<file path="src/hw/daaic_pkg.sv">
// package: register map, field layout, timing constants and carriers
package daaic_pkg;
  localparam int unsigned CLK_HZ = 50_000_000;
  localparam int unsigned RING_HOLD_S = 5;
  localparam int unsigned WDOG_S = 4;
  // least time, whole seconds, so no rounding needed
  localparam int unsigned RING_HOLD_CYC = RING_HOLD_S * CLK_HZ;
  localparam int unsigned WDOG_CYC = WDOG_S * CLK_HZ;

  localparam int ADDR_W = 8;
  localparam int IDX_W = 6;
  // register indices; byte address is four times the index
  localparam logic [IDX_W-1:0] IDX_CTRL = 6'h02;
  localparam logic [IDX_W-1:0] IDX_MASK = 6'h03;
  localparam logic [IDX_W-1:0] IDX_FLAGS = 6'h04;
  localparam logic [IDX_W-1:0] IDX_LINE_CTRL = 6'h05;
  localparam logic [IDX_W-1:0] IDX_PWR = 6'h06;
  localparam logic [IDX_W-1:0] IDX_LINE_STAT = 6'h11;

  // flag and mask layout
  localparam int B_RING = 7;
  localparam int B_ROV = 6;
  localparam int B_FRAME = 5;
  localparam int B_BILL = 4;
  localparam int B_DROP = 3;
  localparam int B_LCS = 2;
  localparam int B_POL = 0;
  localparam logic [7:0] FLAG_IMPL = 8'hFD;

  // control register
  localparam int B_GIE = 7;
  localparam int B_WDEN = 4;
  localparam int B_BOTH = 2;
  localparam int B_FULLW = 1;
  localparam int B_PINEN = 0;
  localparam logic [7:0] CTRL_IMPL = 8'h97;

  // line control register
  localparam int B_RNEG = 6;
  localparam int B_RPOS = 5;
  localparam int B_ONHOOK_MONITOR_ENABLE = 3;
  localparam int B_RPRES = 2;
  localparam int B_HOOK = 0;
  // power register
  localparam int B_PDL = 4;
  // line status register
  localparam int B_ROVS = 0;
  localparam int B_DODS = 1;
  localparam int B_OPDS = 2;

  localparam logic [7:0] RST_BYTE = 8'h00;
  localparam logic [4:0] LCS_MAX = 5'h1F;
  localparam int LVS_SIGN = 7;
  localparam logic [1:0] RESP_OKAY = 2'h0;
  localparam logic [1:0] RESP_SLVERR = 2'h2;

  typedef struct packed {
    logic ring_pos;
    logic ring_neg;
    logic rx_overload;
    logic frame_lock;
    logic billing_tone;
    logic supply_dropout_detect;
    logic overcurrent_status;
    logic [4:0] loop_current_level;
    logic [7:0] line_voltage_value;
  } daaic_line_in_t;

  typedef struct packed {
    logic offhook;
    logic onhook_monitor_enable;
    logic line_side_powerdown;
  } daaic_line_out_t;
endpackage

</file>
<file path="src/hw/daaic_timer.sv">
// file: one-shot down counter with registered expiry pulse
`timescale 1ns/100ps
module daaic_timer #(
  parameter int W = 28,
  parameter int unsigned COUNT = 200_000_000
) (
  input wire logic aclk,
  input wire logic aresetn,
  input wire logic restart,
  input wire logic stop,
  output logic expired
);
  localparam logic [W-1:0] LOAD = W'(COUNT - 1);
  localparam logic [W-1:0] ZERO = '0;
  logic [W-1:0] cnt_r;
  logic run_r;

  generate
    if (COUNT < 1 || COUNT > (64'd1 << W)) begin : g_bad
      $error("daaic_timer: COUNT does not fit W");
    end
  endgenerate

  always_ff @(posedge aclk) begin
    if (!aresetn) begin
      cnt_r <= ZERO;
      run_r <= 1'b0;
    end else if (restart) begin
      cnt_r <= LOAD;
      run_r <= 1'b1;
    end else if (stop || (run_r && cnt_r == ZERO)) begin
      run_r <= 1'b0;
    end else if (run_r) begin
      cnt_r <= cnt_r - 1'b1;
    end
  end

  always_ff @(posedge aclk) begin
    if (!aresetn) begin
      expired <= 1'b0;
    end else begin
      expired <= run_r && cnt_r == ZERO && !restart && !stop;
    end
  end
endmodule

</file>
<file path="src/hw/daaic_top.sv">
// file: line-interface interrupt flags, hook control, axi4-lite slave
`timescale 1ns/100ps
module daaic_top #(
  parameter bit POL_SUPPORT = 1'b1,
  parameter int TMR_W = 28,
  parameter int unsigned RING_HOLD_CYC = daaic_pkg::RING_HOLD_CYC,
  parameter int unsigned WDOG_CYC = daaic_pkg::WDOG_CYC
) (
  input wire logic aclk,
  input wire logic aresetn,
  input wire logic [daaic_pkg::ADDR_W-1:0] s_axi_awaddr,
  input wire logic [2:0] s_axi_awprot,
  input wire logic s_axi_awvalid,
  output logic s_axi_awready,
  input wire logic [31:0] s_axi_wdata,
  input wire logic [3:0] s_axi_wstrb,
  input wire logic s_axi_wvalid,
  output logic s_axi_wready,
  output logic [1:0] s_axi_bresp,
  output logic s_axi_bvalid,
  input wire logic s_axi_bready,
  input wire logic [daaic_pkg::ADDR_W-1:0] s_axi_araddr,
  input wire logic [2:0] s_axi_arprot,
  input wire logic s_axi_arvalid,
  output logic s_axi_arready,
  output logic [31:0] s_axi_rdata,
  output logic [1:0] s_axi_rresp,
  output logic s_axi_rvalid,
  input wire logic s_axi_rready,
  input wire daaic_pkg::daaic_line_in_t line_in,
  input wire logic hook_pin,
  output daaic_pkg::daaic_line_out_t line_out,
  output logic irq
);
  typedef logic [daaic_pkg::IDX_W-1:0] daaic_idx_t;

  generate
    if (TMR_W < 8 || TMR_W > 32) begin : g_bad_w
      $error("daaic_top: TMR_W out of range");
    end
  endgenerate

  function automatic daaic_idx_t reg_index(input logic [daaic_pkg::ADDR_W-1:0] a);
    reg_index = a[daaic_pkg::ADDR_W-1:2];
  endfunction

  function automatic logic is_mapped(input daaic_idx_t i);
    is_mapped = (i == daaic_pkg::IDX_CTRL) || (i == daaic_pkg::IDX_MASK) ||
                (i == daaic_pkg::IDX_FLAGS) || (i == daaic_pkg::IDX_LINE_CTRL) ||
                (i == daaic_pkg::IDX_PWR) || (i == daaic_pkg::IDX_LINE_STAT);
  endfunction

  // write channel holding registers; address and data may come in either order
  logic aw_full_r;
  logic w_full_r;
  logic [daaic_pkg::ADDR_W-1:0] awaddr_r;
  logic [7:0] wdata_r;
  logic wlane_r;
  logic do_write;
  daaic_idx_t widx;
  logic wr_en;

  assign do_write = aw_full_r && w_full_r && !s_axi_bvalid;
  assign widx = reg_index(awaddr_r);
  assign wr_en = do_write && wlane_r;

  always_ff @(posedge aclk) begin
    if (!aresetn) begin
      aw_full_r <= 1'b0;
      awaddr_r <= '0;
      s_axi_awready <= 1'b0;
    end else begin
      if (s_axi_awvalid && s_axi_awready) begin
        aw_full_r <= 1'b1;
        awaddr_r <= s_axi_awaddr;
      end else if (do_write) begin
        aw_full_r <= 1'b0;
      end
      s_axi_awready <= !aw_full_r && !(s_axi_awvalid && s_axi_awready);
    end
  end

  always_ff @(posedge aclk) begin
    if (!aresetn) begin
      w_full_r <= 1'b0;
      wdata_r <= daaic_pkg::RST_BYTE;
      wlane_r <= 1'b0;
      s_axi_wready <= 1'b0;
    end else begin
      if (s_axi_wvalid && s_axi_wready) begin
        w_full_r <= 1'b1;
        wdata_r <= s_axi_wdata[7:0];
        // registers are one byte wide; only lane 0 reaches them
        wlane_r <= s_axi_wstrb[0];
      end else if (do_write) begin
        w_full_r <= 1'b0;
      end
      s_axi_wready <= !w_full_r && !(s_axi_wvalid && s_axi_wready);
    end
  end

  always_ff @(posedge aclk) begin
    if (!aresetn) begin
      s_axi_bvalid <= 1'b0;
      s_axi_bresp <= daaic_pkg::RESP_OKAY;
    end else if (do_write) begin
      s_axi_bvalid <= 1'b1;
      s_axi_bresp <= is_mapped(widx) ? daaic_pkg::RESP_OKAY : daaic_pkg::RESP_SLVERR;
    end else if (s_axi_bready) begin
      s_axi_bvalid <= 1'b0;
    end
  end

  // software-owned state
  logic [7:0] ctrl_r;
  logic [7:0] mask_r;
  logic onhook_monitor_enable_r;
  logic hook_r;
  logic pdl_r;
  logic wdog_en_r;
  logic wdog_en_set;
  logic wdog_expired;

  assign wdog_en_set = wr_en && widx == daaic_pkg::IDX_CTRL && wdata_r[daaic_pkg::B_WDEN];

  always_ff @(posedge aclk) begin
    if (!aresetn) begin
      ctrl_r <= daaic_pkg::RST_BYTE;
      mask_r <= daaic_pkg::RST_BYTE;
      onhook_monitor_enable_r <= 1'b0;
      pdl_r <= 1'b0;
    end else if (wr_en) begin
      if (widx == daaic_pkg::IDX_CTRL) begin
        ctrl_r <= wdata_r & daaic_pkg::CTRL_IMPL;
      end
      if (widx == daaic_pkg::IDX_MASK) begin
        mask_r <= wdata_r & daaic_pkg::FLAG_IMPL;
      end
      if (widx == daaic_pkg::IDX_LINE_CTRL) begin
        onhook_monitor_enable_r <= wdata_r[daaic_pkg::B_ONHOOK_MONITOR_ENABLE];
      end
      if (widx == daaic_pkg::IDX_PWR) begin
        pdl_r <= wdata_r[daaic_pkg::B_PDL];
      end
    end
  end

  // watchdog enable sticks until reset once set
  always_ff @(posedge aclk) begin
    if (!aresetn) begin
      wdog_en_r <= 1'b0;
    end else if (wdog_en_set) begin
      wdog_en_r <= 1'b1;
    end
  end

  // a software write of one wins over a watchdog expiry in the same cycle
  always_ff @(posedge aclk) begin
    if (!aresetn) begin
      hook_r <= 1'b0;
    end else if (wr_en && widx == daaic_pkg::IDX_LINE_CTRL) begin
      hook_r <= wdata_r[daaic_pkg::B_HOOK];
    end else if (wdog_expired) begin
      hook_r <= 1'b0;
    end
  end

  daaic_timer #(
    .W(TMR_W),
    .COUNT(WDOG_CYC)
  ) u_wdog (
    .aclk(aclk),
    .aresetn(aresetn),
    // the enabling write starts the count, else it would stay unarmed until the next write
    .restart((wdog_en_r && do_write) || wdog_en_set),
    .stop(!wdog_en_r),
    .expired(wdog_expired)
  );

  // line event detection
  logic ring_any;
  logic ring_prev_r;
  logic sign_prev_r;
  logic sign_seen_r;
  logic [7:0] ev_set;
  logic [7:0] ev_clr;
  logic [7:0] flags_r;

  assign ring_any = line_in.ring_pos || line_in.ring_neg;

  always_ff @(posedge aclk) begin
    if (!aresetn) begin
      ring_prev_r <= 1'b0;
      sign_prev_r <= 1'b0;
      sign_seen_r <= 1'b0;
    end else begin
      ring_prev_r <= ring_any;
      sign_prev_r <= line_in.line_voltage_value[daaic_pkg::LVS_SIGN];
      // first sample after reset only primes the comparison
      sign_seen_r <= 1'b1;
    end
  end

  always_comb begin
    ev_set = '0;
    // burst start always; burst end only in two-edge mode
    ev_set[daaic_pkg::B_RING] = (ring_any && !ring_prev_r) ||
                                (ctrl_r[daaic_pkg::B_BOTH] && !ring_any && ring_prev_r);
    ev_set[daaic_pkg::B_ROV] = line_in.rx_overload;
    ev_set[daaic_pkg::B_FRAME] = !line_in.frame_lock;
    ev_set[daaic_pkg::B_BILL] = line_in.billing_tone;
    ev_set[daaic_pkg::B_DROP] = line_in.supply_dropout_detect;
    ev_set[daaic_pkg::B_LCS] = line_in.loop_current_level == daaic_pkg::LCS_MAX;
    ev_set[daaic_pkg::B_POL] = POL_SUPPORT && sign_seen_r &&
        (line_in.line_voltage_value[daaic_pkg::LVS_SIGN] != sign_prev_r);
  end

  // only a written zero clears; a written one is ignored
  assign ev_clr = (wr_en && widx == daaic_pkg::IDX_FLAGS) ? ~wdata_r : '0;

  // set beats clear so an event in the clearing cycle survives
  always_ff @(posedge aclk) begin
    if (!aresetn) begin
      flags_r <= daaic_pkg::RST_BYTE;
    end else begin
      flags_r <= ((flags_r & ~ev_clr) | ev_set) & daaic_pkg::FLAG_IMPL;
    end
  end

  // ring present, held by the 5 s timer
  logic ring_qual;
  logic ring_present_r;
  logic ring_expired;
  logic offhook_now;

  assign ring_qual = line_in.ring_pos || (ctrl_r[daaic_pkg::B_FULLW] && line_in.ring_neg);
  assign offhook_now = hook_r || (ctrl_r[daaic_pkg::B_PINEN] && hook_pin);

  daaic_timer #(
    .W(TMR_W),
    .COUNT(RING_HOLD_CYC)
  ) u_ring (
    .aclk(aclk),
    .aresetn(aresetn),
    .restart(ring_qual && !offhook_now),
    .stop(offhook_now),
    .expired(ring_expired)
  );

  // off-hook clears at once; timer counts from the last qualifying ring
  always_ff @(posedge aclk) begin
    if (!aresetn) begin
      ring_present_r <= 1'b0;
    end else if (offhook_now) begin
      ring_present_r <= 1'b0;
    end else if (ring_qual) begin
      ring_present_r <= 1'b1;
    end else if (ring_expired) begin
      ring_present_r <= 1'b0;
    end
  end

  // line-side outputs and interrupt, all registered
  always_ff @(posedge aclk) begin
    if (!aresetn) begin
      line_out <= '0;
      irq <= 1'b0;
    end else begin
      line_out.offhook <= offhook_now;
      line_out.onhook_monitor_enable <= onhook_monitor_enable_r;
      line_out.line_side_powerdown <= pdl_r;
      irq <= ctrl_r[daaic_pkg::B_GIE] && |(flags_r & mask_r);
    end
  end

  // read channel
  logic [7:0] rd_byte;
  daaic_idx_t ridx;

  assign ridx = reg_index(s_axi_araddr);

  always_comb begin
    rd_byte = '0;
    unique case (ridx)
      daaic_pkg::IDX_CTRL: begin
        rd_byte = ctrl_r;
        rd_byte[daaic_pkg::B_WDEN] = wdog_en_r;
      end
      daaic_pkg::IDX_MASK: begin
        rd_byte = mask_r;
      end
      daaic_pkg::IDX_FLAGS: begin
        rd_byte = flags_r;
      end
      daaic_pkg::IDX_LINE_CTRL: begin
        rd_byte[daaic_pkg::B_RNEG] = line_in.ring_neg;
        rd_byte[daaic_pkg::B_RPOS] = line_in.ring_pos;
        rd_byte[daaic_pkg::B_ONHOOK_MONITOR_ENABLE] = onhook_monitor_enable_r;
        rd_byte[daaic_pkg::B_RPRES] = ring_present_r;
        rd_byte[daaic_pkg::B_HOOK] = hook_r;
      end
      daaic_pkg::IDX_PWR: begin
        rd_byte[daaic_pkg::B_PDL] = pdl_r;
      end
      daaic_pkg::IDX_LINE_STAT: begin
        // mirror shares the flag flop, so a clear through the flags register clears both
        rd_byte[daaic_pkg::B_ROVS] = flags_r[daaic_pkg::B_ROV];
        rd_byte[daaic_pkg::B_DODS] = line_in.supply_dropout_detect;
        rd_byte[daaic_pkg::B_OPDS] = line_in.overcurrent_status;
      end
      default: begin
        rd_byte = '0;
      end
    endcase
  end

  always_ff @(posedge aclk) begin
    if (!aresetn) begin
      s_axi_arready <= 1'b0;
      s_axi_rvalid <= 1'b0;
      s_axi_rdata <= '0;
      s_axi_rresp <= daaic_pkg::RESP_OKAY;
    end else begin
      if (s_axi_arvalid && s_axi_arready) begin
        s_axi_rvalid <= 1'b1;
        s_axi_rdata <= {24'h00_0000, rd_byte};
        s_axi_rresp <= is_mapped(ridx) ? daaic_pkg::RESP_OKAY : daaic_pkg::RESP_SLVERR;
      end else if (s_axi_rready) begin
        s_axi_rvalid <= 1'b0;
      end
      s_axi_arready <= !s_axi_rvalid && !(s_axi_arvalid && s_axi_arready);
    end
  end
endmodule

</file>
<file path="config.mk">
export PLATFORM = sky130hd
export DESIGN_NAME = daaic_top
export DESIGN_NICKNAME = d
export VERILOG_FILES = /design/src/hw/daaic_pkg.sv /design/src/hw/daaic_timer.sv /design/src/hw/daaic_top.sv
export SDC_FILE = /design/constraint.sdc
export NUM_CORES = 1
export LEC_CHECK = 0
export BUFFER_PORTS_ARGS = -buffer_cell sky130_fd_sc_hd__buf_2
export CAP_MARGIN = 20
export CORE_MARGIN = 2
export CORE_UTILIZATION = 45
export DETAILED_ROUTE_END_ITERATION = 16
export PLACE_DENSITY = 0.71
export SYNTH_ARGS = -nofsm -noshare
export SYNTH_HDL_FRONTEND = slang
export SYNTH_SLANG_ARGS = --single-unit
</file>
<file path="constraint.sdc">
create_clock -name aclk -period 2.4 [get_ports aclk]
set_input_delay 0.48 -clock aclk [delete_from_list [all_inputs] [get_ports aclk]]
set_output_delay 0.48 -clock aclk [all_outputs]
set_load 0.02 [all_outputs]
</file>
==> results <==
- The run finished, with violations left.
- The checks that failed: negative setup slack.
- In this run the biggest area consumer among cell types represents 42.29% of the synthesized area.
- Once detail routing completed, the nets flagged for antenna violations numbered 0.
- For this block, the routed nets add up to 14560 um of wire.
- The final routed DRC violation total is 0.
- The kind of end point of the critical path is a flop.
- The worst setup path is launched from a flop.
- The floorplan step defined a die boundary enclosing 0.01376 mm2.
- Counting flops with an async set or reset pin after synthesis yields a share of 0%.
- The count of unique library cells instantiated by Yosys is 61.
- Yosys attributes the largest share of cell area to sky130_fd_sc_hd__dfxtp_1 (42%), sky130_fd_sc_hd__a21oi_1 (6.2%), sky130_fd_sc_hd__nor2_1 (3.9%), sky130_fd_sc_hd__buf_4 (3.4%), sky130_fd_sc_hd__mux2i_1 (3.1%).
- The design draws slightly above 0.005 W.
- The number of antenna violations at the first check in global routing was 0.
- After legalization and detailed placement, the total HPWL measured slightly above 10000 um.
- The worst hold path belongs to the class input port to flop.
- The count of yosys warnings during synthesis is 0.
- Once the floorplan was initialized, standard cells occupied between 40% and 50% of the core.
- Setup repair after global routing could not meet its margin everywhere.
- The synthesis-stage register bit count is ~120.
- The most area-hungry cell type in the Yosys netlist is sky130_fd_sc_hd__dfxtp_1.
- Yosys mapped a number of flops with a built-in enable equal to 0.
- The routed design could run at a clock period as short as 2.438 ns.
- The minimum setup slack after placement is -0.07552 ns.
- The top-level I/O count is 131.
- The H-tree was split into 4 levels.
- The share of layout cells above drive strength 1 is slightly above 20%.
- The largest net degree at the start of global routing is 45.
- In this run the worst path has a maximum fanout of 7.
- The first global-routing pass estimated roughly 24000 um of wire.
- The CTS clock-pin slew for the worst setup and hold paths is 0.06 ns.
- Once placement completed, the tool counted placed cells totaling just over 900.
- The via count of the first global-routing pass is between 4000 and 5000.
- For the final database, setup skew stands at about 0.016 ns.
- The signal on the critical path passes through or4_4 > or4_4 > or3_4 > or3_4 > a31oi_4.
- TritonCTS built the clock tree.
- In the layout the commonest cells are sky130_fd_sc_hd__dfxtp_1 (120), sky130_fd_sc_hd__a21oi_1 (71), sky130_fd_sc_hd__nor2_1 (60), sky130_fd_sc_hd__buf_2 (60), sky130_fd_sc_hd__nand2_1 (43).
- The number of clock buffers added by TritonCTS is 17.
- The clock sink total is between 100 and 150.
- The count of final hold-check violations is 0.
- The max-cap check violation count is 0.
- For this block, the via count after detailed routing is 5419.
- The most frequently used flop master after synthesis is sky130_fd_sc_hd__dfxtp_1.
- At the worst endpoint, the required time is roughly 2.7 ns.
- The cell area that synthesis handed to floorplanning was slightly below 0.006 mm2.
- The area growth from synthesis to layout is 21.90%.
- 0 antenna diodes ended up in the layout.
- The relative slew slack is approximately 58%.
- The slack of the worst reg-to-reg path is -0.04 ns.
- After global routing the overflow that remains totals 0.
- The max-slew violation total from the final report is 0.
- The total of endpoints with negative setup slack in the final report is 1.
- The highest clock frequency the design can meet is between 400 and 500 MHz.
- The routability congestion estimate from global placement is between 0.8 and 0.9.
- The static power due to leakage is between 2 and 3 nW.
- Global routing used between 20% and 30% of the available tracks.
- The share of synthesized area occupied by flip-flops and latches is between 40% and 50%.
- The die is approximately 120 um tall.
- Among all stages on the critical path, the largest delay is contributed by sky130_fd_sc_hd__or4_4.
- In this run, post-CTS hold repair placed 0 buffers.
- The placement row count is 41.
- Dividing the detail-routed wire length by the instance count gives between 15 and 20 um.
- The highest cell delay on the worst timing path is 0.53 ns.
- The number of input and output port buffers inserted is 60.
- The final non-filler cell total is about 950.
- Dividing the synthesized area by the synthesized cell count gives 8.544 um2.
- The buffer levels on the longest clock path is 2.
- The ratio of total power to cell area is about 730 mW/mm2.
- The width of the die is approximately 120 um.
- The post-route clock period utilization is 101.6%.
- The slew of the pin with the lowest slew margin is 0.6081 ns.
- In the final design database the tool counted 852 nets.
- Before antenna repair, the detailed router went through 5 iterations.
- In this run, the number of DRC markers left after iteration 0 of detailed routing was approximately 470.
- The vias per cell is 5.716.
- The worst-case IR drop observed on VDD is about 530 uV.
- Leaving out fill and tap cells, the most frequent cell in the layout is sky130_fd_sc_hd__dfxtp_1.
- The post-synthesis cell count is a little under 700.
- The critical path start-end classification is flop to flop.
- The clock latency on the worst-skew pair is roughly 0.42 ns.
- The tree is rooted in a sky130_fd_sc_hd__clkbuf_16.
- The arrival time at the worst endpoint is roughly 2.8 ns.
- The floorplan step defined a core boundary enclosing 0.01257 mm2.
- Setup slack on the critical path of the routed design comes to -0.03769 ns.
[critical path: cells and delay by family, from the launching register on]
family          cells  cell delay [ns]
simple gates        4             1.88
flops               1             0.32
compound gates      1             0.16
[flip-flops by register name, summed over array words and instances, names as in the netlist, 3 cells and up]
name	flops
u_ring.cnt_r	28
u_wdog.cnt_r	28
s_axi_rdata	8
wdata_r	8
flags_r	7
mask_r	7
awaddr_r	6
ctrl_r	4
line_out	3
[power by group]
part	total (W)	switching [W]	internal, W
registers	0.00217	0.0000678	0.00210
logic	0.000439	0.000268	0.000171
clock network	0.00254	0.000947	0.00159
[cell type report]
cell class                      count  area [um2]
Timing Repair Buffer              101       608.1
Sequential cell                   122        2445
Fill cell                        1133        5528
Tap cell                          172       215.2
Multi-Input combinational cell    511        3137
Clock buffer                       20       456.7
Inverter                           10       37.54
Clock inverter                     12       141.4
[routing by layer]
layer	vias up	share of wire (%)	track usage (%)
met5	-	0	0
met4	0	1.2	6.745
met3	15	4.7	5.355
met2	170	50	35.48
met1	2613	44	28.39
li1	2621	-	-
[what timing repair did]
action | 4_1_cts | 5_1_grt
resized for setup | 3 | 12
endpoints found under the setup margin | 7 | 8
buffers inserted | 0 | 1
pin swaps | 0 | 5
[synth_stat cells (all sizes together) (10+ instances only)]
cell and n:
a21oi 72, a31oi 12, buf 30, clkbuf 28, dfxtp 122, inv 10, mux2i 18, nand2 43
nand3 19, nand4 12, nor2 60, nor3 20, nor4 24, o21ai 26, or3 21, or4 17
xnor2 18, xor2 12
[through the flow]
| stage | hold slack (ns) | TNS (ns) | area (um2) | util [%] |
|---|---|---|---|---|
| 3_5_place_dp | 0.4529 | -0.1383 | 6367 | 50.66 |
| 3_3_place_gp | 0.4433 | 0 | 6367 | 50.66 |
| 5_1_grt | 0.2459 | -0.1616 | 7041 | 56.02 |
| 4_1_cts | 0.2329 | -0.01697 | 6982 | 55.55 |
| 6_report | 0.2412 | -0.03769 | 7041 | 56.02 |
| 2_1_floorplan | 0.4218 | 0 | 5882 | - |
[logic make-up after synthesis]
logic type | after synthesis | synth area share (%)
simple gates | 265 | 24.94
other cells | 1 | 0.06493
buf+inv | 68 | 6.152
flops | 122 | 42.29
xor+xnor | 30 | 4.549
fa+ha+maj | 3 | 0.6500
compound gates | 166 | 17.66
mux | 21 | 3.704
[final timing paths]
path                                                     from                             to  cells after the start
worst min register to register      s_axi_rvalid$_SDFFE_PN0P_       s_axi_arready$_SDFF_PN0_                      1
worst min-delay path                              line_in[16]          flags_r[5]$_SDFF_PN0_                      2
worst max-delay path            u_wdog.cnt_r[11]$_SDFFE_PP0P_  u_wdog.cnt_r[22]$_SDFFE_PN0P_                      5
worst max register to register  u_wdog.cnt_r[11]$_SDFFE_PP0P_  u_wdog.cnt_r[22]$_SDFFE_PN0P_                      5
No activity file was read; power rests on OpenSTA's default activity.
